`src/inc/och_map.svh`:
```
`ifndef OCH_MAP_SVH
`define OCH_MAP_SVH

// System clock
`define OCH_CLK_PERIOD_NS 8

// Low-side pulse timing, least times rounded up to whole cycles
`define OCH_BLANK_NS 200
`define OCH_BLANK_CYC ((`OCH_BLANK_NS + `OCH_CLK_PERIOD_NS - 1) / `OCH_CLK_PERIOD_NS)
`define OCH_MIN_LS_NS 425
`define OCH_MIN_LS_CYC ((`OCH_MIN_LS_NS + `OCH_CLK_PERIOD_NS - 1) / `OCH_CLK_PERIOD_NS)
`define OCH_NARROW_LIMIT 3

// Timebase: one set-point DAC step, full-scale sampling spans 3.4ms
`define OCH_SET_W 8
`define OCH_SAMPLE_MAX_NS 3400000
`define OCH_TB_NS (`OCH_SAMPLE_MAX_NS / (1 << `OCH_SET_W))
`define OCH_TB_CYC (`OCH_TB_NS / `OCH_CLK_PERIOD_NS)

// Soft-start staircase and power-on delay, in timebase ticks
`define OCH_SS_NS 6800000
`define OCH_SS_STEPS 64
`define OCH_SS_TICKS (`OCH_SS_NS / `OCH_TB_NS)
`define OCH_SS_STEP_TICKS (`OCH_SS_TICKS / `OCH_SS_STEPS)
`define OCH_POR_DELAY_NS 6800000
`define OCH_POR_TICKS (`OCH_POR_DELAY_NS / `OCH_TB_NS)
`define OCH_DUMMY_COUNT 2

// Set-point DAC scale and trip limits
`define OCH_DAC_FS_MV 400
`define OCH_OCP_OFF_MV 300
`define OCH_TRIP_MAX_MV 475
`define OCH_RST_SETPOINT 0

`endif

```
`src/inc/och_pkg.sv`:
```
package och_pkg;

  typedef enum logic [2:0] {
    OCH_ST_OFF       = 3'h0,
    OCH_ST_POR_WAIT  = 3'h1,
    OCH_ST_SAMPLE    = 3'h2,
    OCH_ST_SOFTSTART = 3'h3,
    OCH_ST_RUN       = 3'h4,
    OCH_ST_DUMMY     = 3'h5
  } och_state_t;

endpackage

```
`src/inc/och_lsg_if.sv`:
```
`timescale 1ns/1ps
`default_nettype none

interface och_lsg_if;
  logic run_en;
  logic armed;
  logic gate_on;
  logic trip;
  logic min_pulse;

  modport ctrl (
    output run_en,
    output armed,
    input  gate_on,
    input  trip,
    input  min_pulse
  );

  modport mon (
    input  run_en,
    input  armed,
    output gate_on,
    output trip,
    output min_pulse
  );
endinterface

`default_nettype wire

```
`src/core/och_ctrl.sv`:
```
`timescale 1ns/1ps
`default_nettype none
`include "och_map.svh"

module och_ctrl #(
  parameter int unsigned TB_CYC        = `OCH_TB_CYC,
  parameter int unsigned POR_TICKS     = `OCH_POR_TICKS,
  parameter int unsigned SS_STEP_TICKS = `OCH_SS_STEP_TICKS,
  parameter int unsigned SET_W         = `OCH_SET_W,
  parameter int unsigned BLANK_CYC     = `OCH_BLANK_CYC,
  parameter int unsigned MIN_CYC       = `OCH_MIN_LS_CYC
)(
  // Clock and reset
  input  wire logic             clk_sys,
  input  wire logic             arst_n,
  input  wire logic             clk_en,
  // Supply and enable monitors
  input  wire logic             bias_supply_ok,
  input  wire logic             enable_ok,
  // Set pin comparator: DAC has reached the set pin voltage
  input  wire logic             setpoint_reached,
  // Modulator and current sense
  input  wire logic             sw_period_start,
  input  wire logic             pwm_low_req,
  input  wire logic             sense_over,
  // Converter drive
  output logic                  low_gate_drive,
  output logic                  output_enable,
  output logic                  setpoint_source_en,
  // Threshold and reference DACs
  output logic [SET_W-1:0]      setpoint_code,
  output logic [SET_W:0]        trip_threshold_code,
  output logic [6:0]            softstart_ref,
  // Status
  output logic                  overcurrent_protection_off,
  output logic                  hiccup_active,
  output logic                  dummy_index,
  output logic                  min_pulse_active,
  output logic                  trip_pulse,
  output och_pkg::och_state_t   seq_state
);

  localparam int SS_STEPS = `OCH_SS_STEPS;
  localparam int TB_W     = (TB_CYC > 1) ? $clog2(TB_CYC) : 1;
  localparam int POR_W    = (POR_TICKS > 1) ? $clog2(POR_TICKS) : 1;
  localparam int SUB_W    = (SS_STEP_TICKS > 1) ? $clog2(SS_STEP_TICKS) : 1;
  localparam int OFF_CODE = (`OCH_OCP_OFF_MV * (1 << SET_W)) / `OCH_DAC_FS_MV;
  localparam int MAX_CODE = (`OCH_TRIP_MAX_MV * (1 << SET_W)) / `OCH_DAC_FS_MV;

  if (TB_CYC < 1 || POR_TICKS < 1 || SS_STEP_TICKS < 1 || SET_W < 4 || SET_W > 12)
  begin : g_chk
    $error("och_ctrl: timing counts or set-point width out of range");
  end

  och_lsg_if lsg ();

  och_pulse #(
    .BLANK_CYC (BLANK_CYC),
    .MIN_CYC   (MIN_CYC)
  ) u_pulse (
    .clk_sys         (clk_sys),
    .arst_n          (arst_n),
    .clk_en          (clk_en),
    .sw_period_start (sw_period_start),
    .pwm_low_req     (pwm_low_req),
    .sense_over      (sense_over),
    .lsg             (lsg.mon)
  );

  // Doubled set point, clamped to the detectable span
  function automatic logic [SET_W:0] trip_level(input logic [SET_W-1:0] code);
    logic [SET_W:0] dbl;
    dbl = {code, 1'b0};
    if (dbl > (SET_W+1)'(MAX_CODE))
      trip_level = (SET_W+1)'(MAX_CODE);
    else
      trip_level = dbl;
  endfunction

  och_pkg::och_state_t state_reg;
  och_pkg::och_state_t state_next;
  logic [TB_W-1:0]     tb_reg;
  logic [POR_W-1:0]    por_reg;
  logic [SUB_W-1:0]    sub_reg;
  logic [6:0]          ramp_reg;
  logic [SET_W-1:0]    code_reg;
  logic [SET_W:0]      thr_reg;
  logic                off_reg;
  logic                dummy_reg;
  logic                hiccup_reg;
  logic                trip_q_reg;
  logic [6:0]          ref_reg;
  logic                running;
  logic                timed;
  logic                tick;
  logic                ramp_end;
  logic                sample_done;
  logic                trip_now;
  logic                phase_restart;

  assign running  = (state_reg == och_pkg::OCH_ST_SOFTSTART) ||
                    (state_reg == och_pkg::OCH_ST_RUN);
  assign timed    = (state_reg != och_pkg::OCH_ST_OFF) &&
                    (state_reg != och_pkg::OCH_ST_RUN);
  // Own prescaler; the switching period never enters these timings
  assign tick     = timed && (tb_reg == TB_W'(TB_CYC - 1));
  assign ramp_end = tick && (sub_reg == SUB_W'(SS_STEP_TICKS - 1)) &&
                    (ramp_reg == 7'(SS_STEPS - 1));
  // Stops once the DAC meets the set pin, or at full scale for an open pin
  assign sample_done = tick && (setpoint_reached || code_reg == '1);
  assign trip_now    = running && lsg.trip;

  // Detection stays armed through the whole ramp, not just in regulation
  assign lsg.armed  = running && !off_reg;
  assign lsg.run_en = running;

  assign low_gate_drive     = lsg.gate_on;
  assign output_enable      = running && !lsg.trip;
  assign setpoint_source_en = (state_reg == och_pkg::OCH_ST_POR_WAIT) ||
                              (state_reg == och_pkg::OCH_ST_SAMPLE);
  assign setpoint_code      = code_reg;
  assign trip_threshold_code = thr_reg;
  assign softstart_ref      = ref_reg;
  assign overcurrent_protection_off = off_reg;
  assign hiccup_active      = hiccup_reg;
  assign dummy_index        = dummy_reg;
  assign min_pulse_active   = lsg.min_pulse;
  assign trip_pulse         = trip_q_reg;
  assign seq_state          = state_reg;

  assign phase_restart = (state_next != state_reg) ||
                         ((state_reg == och_pkg::OCH_ST_DUMMY) && ramp_end);

  always_comb
  begin
    state_next = state_reg;
    case (state_reg)
      och_pkg::OCH_ST_OFF:
        state_next = och_pkg::OCH_ST_POR_WAIT;
      och_pkg::OCH_ST_POR_WAIT:
        if (tick && por_reg == POR_W'(POR_TICKS - 1))
          state_next = och_pkg::OCH_ST_SAMPLE;
      och_pkg::OCH_ST_SAMPLE:
        if (sample_done)
          state_next = och_pkg::OCH_ST_SOFTSTART;
      och_pkg::OCH_ST_SOFTSTART:
        if (trip_now)
          state_next = och_pkg::OCH_ST_DUMMY;
        else if (ramp_end)
          state_next = och_pkg::OCH_ST_RUN;
      och_pkg::OCH_ST_RUN:
        if (trip_now)
          state_next = och_pkg::OCH_ST_DUMMY;
      och_pkg::OCH_ST_DUMMY:
        // Back to a real start, never to sampling; no retry limit
        if (ramp_end && dummy_reg == 1'(`OCH_DUMMY_COUNT - 1))
          state_next = och_pkg::OCH_ST_SOFTSTART;
      default:
        state_next = och_pkg::OCH_ST_OFF;
    endcase
    // Shutdown wins over everything; re-entry runs full initialization
    if (!bias_supply_ok || !enable_ok)
      state_next = och_pkg::OCH_ST_OFF;
  end

  always_ff @(posedge clk_sys or negedge arst_n)
  begin
    if (!arst_n)
      state_reg <= och_pkg::OCH_ST_OFF;
    else if (clk_en)
      state_reg <= state_next;
  end

  always_ff @(posedge clk_sys or negedge arst_n)
  begin
    if (!arst_n)
      tb_reg <= '0;
    else if (clk_en)
    begin
      if (phase_restart || tick)
        tb_reg <= '0;
      else if (timed)
        tb_reg <= tb_reg + 1'b1;
    end
  end

  always_ff @(posedge clk_sys or negedge arst_n)
  begin
    if (!arst_n)
      por_reg <= '0;
    else if (clk_en)
    begin
      if (phase_restart)
        por_reg <= '0;
      else if (tick && state_reg == och_pkg::OCH_ST_POR_WAIT)
        por_reg <= por_reg + 1'b1;
    end
  end

  // Shared staircase: a dummy time-out is one full ramp with output held off
  always_ff @(posedge clk_sys or negedge arst_n)
  begin
    if (!arst_n)
    begin
      sub_reg  <= '0;
      ramp_reg <= 7'h00;
    end
    else if (clk_en)
    begin
      if (phase_restart)
      begin
        sub_reg  <= '0;
        ramp_reg <= 7'h00;
      end
      else if (tick && (state_reg == och_pkg::OCH_ST_SOFTSTART ||
                        state_reg == och_pkg::OCH_ST_DUMMY))
      begin
        if (sub_reg == SUB_W'(SS_STEP_TICKS - 1))
        begin
          sub_reg  <= '0;
          ramp_reg <= ramp_reg + 7'h01;
        end
        else
          sub_reg <= sub_reg + 1'b1;
      end
    end
  end

  // Reference shows the real ramp only; full scale in regulation
  always_ff @(posedge clk_sys or negedge arst_n)
  begin
    if (!arst_n)
      ref_reg <= 7'h00;
    else if (clk_en)
    begin
      if (state_next == och_pkg::OCH_ST_RUN)
        ref_reg <= 7'(SS_STEPS);
      else if (state_next == och_pkg::OCH_ST_SOFTSTART && !phase_restart)
        ref_reg <= (tick && sub_reg == SUB_W'(SS_STEP_TICKS - 1)) ?
                   ramp_reg + 7'h01 : ramp_reg;
      else
        ref_reg <= 7'h00;
    end
  end

  always_ff @(posedge clk_sys or negedge arst_n)
  begin
    if (!arst_n)
      dummy_reg <= 1'b0;
    else if (clk_en)
    begin
      if (state_reg != och_pkg::OCH_ST_DUMMY)
        dummy_reg <= 1'b0;
      else if (ramp_end)
        dummy_reg <= ~dummy_reg;
    end
  end

  // Digital hold: nothing decays, only bias supply loss or a new sampling pass rewrites it
  always_ff @(posedge clk_sys or negedge arst_n)
  begin
    if (!arst_n)
      code_reg <= SET_W'(`OCH_RST_SETPOINT);
    else if (clk_en)
    begin
      if (!bias_supply_ok)
        code_reg <= SET_W'(`OCH_RST_SETPOINT);
      else if (state_reg == och_pkg::OCH_ST_POR_WAIT)
        code_reg <= SET_W'(`OCH_RST_SETPOINT);
      else if (state_reg == och_pkg::OCH_ST_SAMPLE && tick && !sample_done)
        code_reg <= code_reg + 1'b1;
    end
  end

  always_ff @(posedge clk_sys or negedge arst_n)
  begin
    if (!arst_n)
    begin
      thr_reg <= '0;
      off_reg <= 1'b0;
    end
    else if (clk_en)
    begin
      thr_reg <= trip_level(code_reg);
      if (state_reg == och_pkg::OCH_ST_SAMPLE && sample_done)
        off_reg <= code_reg > SET_W'(OFF_CODE);
    end
  end

  always_ff @(posedge clk_sys or negedge arst_n)
  begin
    if (!arst_n)
      hiccup_reg <= 1'b0;
    else if (clk_en)
    begin
      if (trip_now)
        hiccup_reg <= 1'b1;
      else if (state_next == och_pkg::OCH_ST_RUN || state_next == och_pkg::OCH_ST_OFF)
        hiccup_reg <= 1'b0;
    end
  end

  always_ff @(posedge clk_sys or negedge arst_n)
  begin
    if (!arst_n)
      trip_q_reg <= 1'b0;
    else if (clk_en)
      trip_q_reg <= trip_now;
  end

endmodule

`default_nettype wire

```
`src/core/och_pulse.sv`:
```
`timescale 1ns/1ps
`default_nettype none
`include "och_map.svh"

module och_pulse #(
  parameter int unsigned BLANK_CYC = `OCH_BLANK_CYC,
  parameter int unsigned MIN_CYC   = `OCH_MIN_LS_CYC
)(
  // Clock and reset
  input  wire logic  clk_sys,
  input  wire logic  arst_n,
  input  wire logic  clk_en,
  // Modulator and sense
  input  wire logic  sw_period_start,
  input  wire logic  pwm_low_req,
  input  wire logic  sense_over,
  // Sequencer side
  och_lsg_if.mon     lsg
);

  localparam int CW = $clog2(MIN_CYC + 1);

  if (BLANK_CYC < 1 || MIN_CYC < 2 || BLANK_CYC >= MIN_CYC)
  begin : g_chk
    $error("och_pulse: blanking must be shorter than the minimum pulse");
  end

  logic          gate_q_reg;
  logic [CW-1:0] blank_reg;
  logic [CW-1:0] width_reg;
  logic [CW-1:0] hold_reg;
  logic [1:0]    narrow_reg;
  logic          wide_reg;
  logic          gate_raw;
  logic          rise;
  logic          force_start;

  // Hold stretches a pulse already high, or inserts one if none came
  assign gate_raw    = lsg.run_en & (pwm_low_req | (hold_reg != '0));
  assign rise        = gate_raw & ~gate_q_reg;
  // Window opens after blanking and closes as the gate falls
  assign lsg.trip    = lsg.armed & sense_over & gate_raw & gate_q_reg & (blank_reg == '0);
  // Gate dropped in the same cycle as the trip, not at period end
  assign lsg.gate_on = gate_raw & ~lsg.trip;
  assign lsg.min_pulse = hold_reg != '0;
  // One narrow period already counted plus the one ending now: force the next
  assign force_start = lsg.run_en & sw_period_start & ~wide_reg
                     & (narrow_reg == 2'(`OCH_NARROW_LIMIT - 2));

  always_ff @(posedge clk_sys or negedge arst_n)
  begin
    if (!arst_n)
      gate_q_reg <= 1'b0;
    else if (clk_en)
      gate_q_reg <= gate_raw;
  end

  always_ff @(posedge clk_sys or negedge arst_n)
  begin
    if (!arst_n)
      blank_reg <= '0;
    else if (clk_en)
    begin
      if (rise)
        blank_reg <= CW'(BLANK_CYC - 1);
      else if (blank_reg != '0)
        blank_reg <= blank_reg - 1'b1;
    end
  end

  always_ff @(posedge clk_sys or negedge arst_n)
  begin
    if (!arst_n)
      width_reg <= '0;
    else if (clk_en)
    begin
      if (rise)
        width_reg <= CW'(1);
      else if (gate_raw && width_reg != CW'(MIN_CYC))
        width_reg <= width_reg + 1'b1;
    end
  end

  // Wide flag covers the period just ending; a set in the boundary cycle wins
  always_ff @(posedge clk_sys or negedge arst_n)
  begin
    if (!arst_n)
      wide_reg <= 1'b0;
    else if (clk_en)
    begin
      if (gate_raw && width_reg >= CW'(MIN_CYC - 1))
        wide_reg <= 1'b1;
      else if (sw_period_start)
        wide_reg <= 1'b0;
    end
  end

  always_ff @(posedge clk_sys or negedge arst_n)
  begin
    if (!arst_n)
      narrow_reg <= 2'h0;
    else if (clk_en)
    begin
      if (!lsg.run_en || force_start)
        narrow_reg <= 2'h0;
      else if (sw_period_start)
        narrow_reg <= wide_reg ? 2'h0 : narrow_reg + 2'h1;
    end
  end

  always_ff @(posedge clk_sys or negedge arst_n)
  begin
    if (!arst_n)
      hold_reg <= '0;
    else if (clk_en)
    begin
      if (!lsg.run_en)
        hold_reg <= '0;
      else if (force_start)
        hold_reg <= CW'(MIN_CYC);
      else if (hold_reg != '0)
        hold_reg <= hold_reg - 1'b1;
    end
  end

endmodule

`default_nettype wire

```
`config.mk`:
```
export PLATFORM = sky130hd
export DESIGN_NAME = och_ctrl
export DESIGN_NICKNAME = d
export VERILOG_FILES = /design/src/inc/och_pkg.sv /design/src/inc/och_lsg_if.sv /design/src/core/och_ctrl.sv /design/src/core/och_pulse.sv
export VERILOG_INCLUDE_DIRS = /design/src /design/src/inc
export SDC_FILE = /design/constraint.sdc
export NUM_CORES = 1
export LEC_CHECK = 0
export ABC_AREA = 1
export BUFFER_PORTS_ARGS = -buffer_cell sky130_fd_sc_hd__buf_4
export CAP_MARGIN = 25
export CORE_ASPECT_RATIO = 0.8
export CORE_MARGIN = 2
export CORE_UTILIZATION = 55
export CTS_CLUSTER_SIZE = 14
export DETAILED_ROUTE_END_ITERATION = 7
export GPL_TIMING_DRIVEN = 1
export HOLD_SLACK_MARGIN = 0.1
export PLACE_DENSITY = 0.75
export SETUP_SLACK_MARGIN = 0.05
export SLEW_MARGIN = 0
export SYNTH_ARGS = -nofsm -noshare
export SYNTH_HDL_FRONTEND = slang
export SYNTH_HIERARCHICAL = 1
export SYNTH_SLANG_ARGS = --single-unit
```
`constraint.sdc`:
```
create_clock -name clk_sys -period 3.13 [get_ports clk_sys]
set_input_delay 0.4695 -clock clk_sys [delete_from_list [all_inputs] [get_ports clk_sys]]
set_output_delay 0.4695 -clock clk_sys [all_outputs]
set_load 0.005 [all_outputs]
```
==> impl_metrics.yaml <==
routing:
  vias_per_cell: 5.47
  wl_um: 11900
  wl_per_cell_um: 14.6
  vias: 4464
  first_iter_violations: 273
  drt_first_pass_iters: 5
  drc: 0
  antenna_left: 0
sta:
  whs_ns: 0.126
  worst_clock_skew_ns: 0.00787
  hold_viol_final: 0
  finalMaxSlewViolations: 0
  max_slew_margin_pct: 46.4
  setup_ws_ns: 0.342
  setup_viol: 0
  fin_crit_ns: 2.79
  fmax_mhz: 359
  rsz0062_at_grt: "true"
  fin_crit_sh_pct: 89.1
  worst_pin_slew_ns: 0.801
die:
  ios: 44
  die_h_um: 88.9
  core_um2: 8630
  start_util_pct: 57.4
  dieWidth_um: 110
  rows: 30
  die-area_um2: 9800
synth:
  syn_area_per_cell_um2: 7.61
  netlist_top_cells_count: "192 x nand2_1, 82 x dfrtp_1, 69 x inv_1"
  ys_ff_latch: 82
  synth_top_area_cell: "dfrtp_1"
  ys_top_cells_by_area: "dfrtp_1 41%, nand2_1 15%, inv_1 5.2%"
  synth_top_area_share_pct: 41.4
  syn_area_um2: 4960
  synth_edf_count: 0
  ys.flop_type: "dfrtp_1"
  async_reset_ff_share_pct: 100
  seq_area_frac_synth_pct: 41.4
  yosysMostFrequentCell: "nand2_1"
  ys_warn_count: 6
  ys_types: 40
  synth_fp_nets: 678
  syn_inst: 652
run:
  cap_violations: 0
global_routing:
  first_global_vias: 4332
  grt_overflow: 0
  grt_max_degree: 83
  grt_first_pass_wirelength_um: 20300
  grt_antenna_before_repair: 0
  track_usage_pct: 26.6
placed_design:
  io_buffers: 42
  dpl.cell_count: 799
  hpwl_um: 8150
  gp_congestion: 0.910
  dpl_cell_area_um2: 5390
  place_ws_ns: -0.0373
critical_path:
  worstPathArrival_ns: 3.07
  slowest_stage: "dfrtp_1"
  cp_max_fo: 8
  crit_required_ns: 3.41
  critPathTopFamily: "simple AND/OR/NAND/NOR gates"
  worstPathCellList: "ha_2 -> nand2_1 -> nor2_2 -> nand3_2 -> nor3b_2 -> ha_2 -> nand4_1 -> nor2_1 -> nor2_1 -> nand3_2 -> nand2_2 -> nand2_1 -> nand2_1 -> nor2_1 -> o211ai_2 -> nand2_2 -> nand2_1 -> nand2_1"
  critPathCaptureType: "flop"
  crit_path_max_incr_delay_ns: 0.39
  crit_type: "reg2reg"
  cp_num_buf_inv: 0
  path_common_cell: "nand2_1"
  start_kind: "flop"
power_and_ir_drop:
  total_power_uw: 3020
  p_leak_uw: 0.00299
  irDropWorstVdd_mv: 0.404
  p_per_area_nw_per_um2: 515
cts:
  htree_levels: 3
  cts_root_buf: "clkbuf_16"
  clockBufferDepth: 2
  cts_tree: "yes"
  path_clk_slew_ns: 0.06
  numCtsBuffers: 9
  clock-sinks: 82
  postCtsHoldBufs: 0
  clk_latency_ns: 0.34
final_layout:
  final_cell_count_no_fill: 816
  diodes: 0
  areaGrowthSynthToFinish_pct: 18.1
  largest_reg_flops: 11
  design_area_um2: 5860
  nNetsFinal: 726
  drive_gt1_share_pct: 15.6
run_status:
  outcome: "finished clean"
hold_path:
  holdCritPathClass: "in2async"
[report_power, final]
group	total [uW]	switching (uW)	internal (uW)
sequential	1220	83.3	1140
combinational	509	320	189
clock	1290	432	853
[cells by family (layout without fill, tap and decap cells)]
logic type	after synthesis	after routing	share of synthesized area (%)
buf+inv	90	142	7.72
flops	82	82	41.4
simple gates	365	365	33.4
mux	1	1	0.202
fa+ha+maj	17	17	4.29
xor+xnor	28	28	4.94
compound gates	68	68	8.05
other cells	1	1	0.0756
[per-layer routing]
| metal | GRT usage [%] | up-vias | wire, um |
|---|---|---|---|
| met5 | 0 | - | 0 |
| met4 | 11.1 | 0 | 335 |
| met3 | 6.20 | 35 | 569 |
| met2 | 42.0 | 148 | 5540 |
| met1 | 35.4 | 2063 | 5490 |
| li1 | - | 2218 | - |
[worst reg2reg max path: stages (launching register included)]
cell and delay (ns):
dfrtp_1 0.39, ha_2 0.21, nand2_1 0.06, nor2_2 0.16, nand3_2 0.11, nor3b_2 0.21
ha_2 0.22, nand4_1 0.11, nor2_1 0.13, nor2_1 0.07, nand3_2 0.10, nand2_2 0.09
nand2_1 0.07, nand2_1 0.05, nor2_1 0.19, o211ai_2 0.24, nand2_2 0.20, nand2_1 0.08
nand2_1 0.06
[final cells by class]
| class | instances | area (um^2) |
|---|---|---|
| inverter | 72 | 275 |
| clock inverter | 6 | 130 |
| fill | 719 | 2780 |
| timing repair buffer | 55 | 429 |
| sequential | 82 | 2050 |
| clock buffer | 9 | 225 |
| tap | 112 | 140 |
| multi-input combinational | 480 | 2600 |
[what timing repair did]
item | 4_1_cts | 5_1_grt
pin swaps | 0 | 5
resized for setup | 2 | 21
buffers inserted | 0 | 1
endpoints found under the setup margin | 11 | 33
[worst paths after layout]
kind                                           start              endpoint  slack, ns  cells past startpoint
worst max-delay path                      por_reg[0]           ramp_reg[2]       0.34                     18
max in group asynchronous                     arst_n          seq_state[2]       2.38                      2
worst min-delay path                          arst_n            sub_reg[1]       0.13                      1
worst min register to register  u_pulse/blank_reg[0]  u_pulse/blank_reg[0]       0.48                      2
worst max register to register            por_reg[0]           ramp_reg[2]       0.34                     18
min in group clk_sys            u_pulse/blank_reg[0]  u_pulse/blank_reg[0]       0.48                      2
[cells in the final DEF, fill, tap and decap left out, drive strengths merged, types with 3 or more instances in the layout]
cell    Yosys  routed
a21oi       8       8
a31oi       3       3
buf        10      55
bufinv      0       4
clkbuf      8       9
dfrtp      82      82
ha         17      17
inv        72      72
nand2     198     198
nand3      52      52
nand4      32      32
nor2       67      67
nor3        9       9
nor3b       4       4
o21ai      42      42
o31ai       7       7
xnor2       8       8
xor2       20      20
[stage by stage]
stage               util (%)  TNS, ns
floorplan                  -        0
global placement        62.4        0
detailed placement      62.4   -0.188
CTS                     66.6        0
global route            67.8        0
finish                  67.8        0
Note: power is estimated with default switching activity, not from simulation.
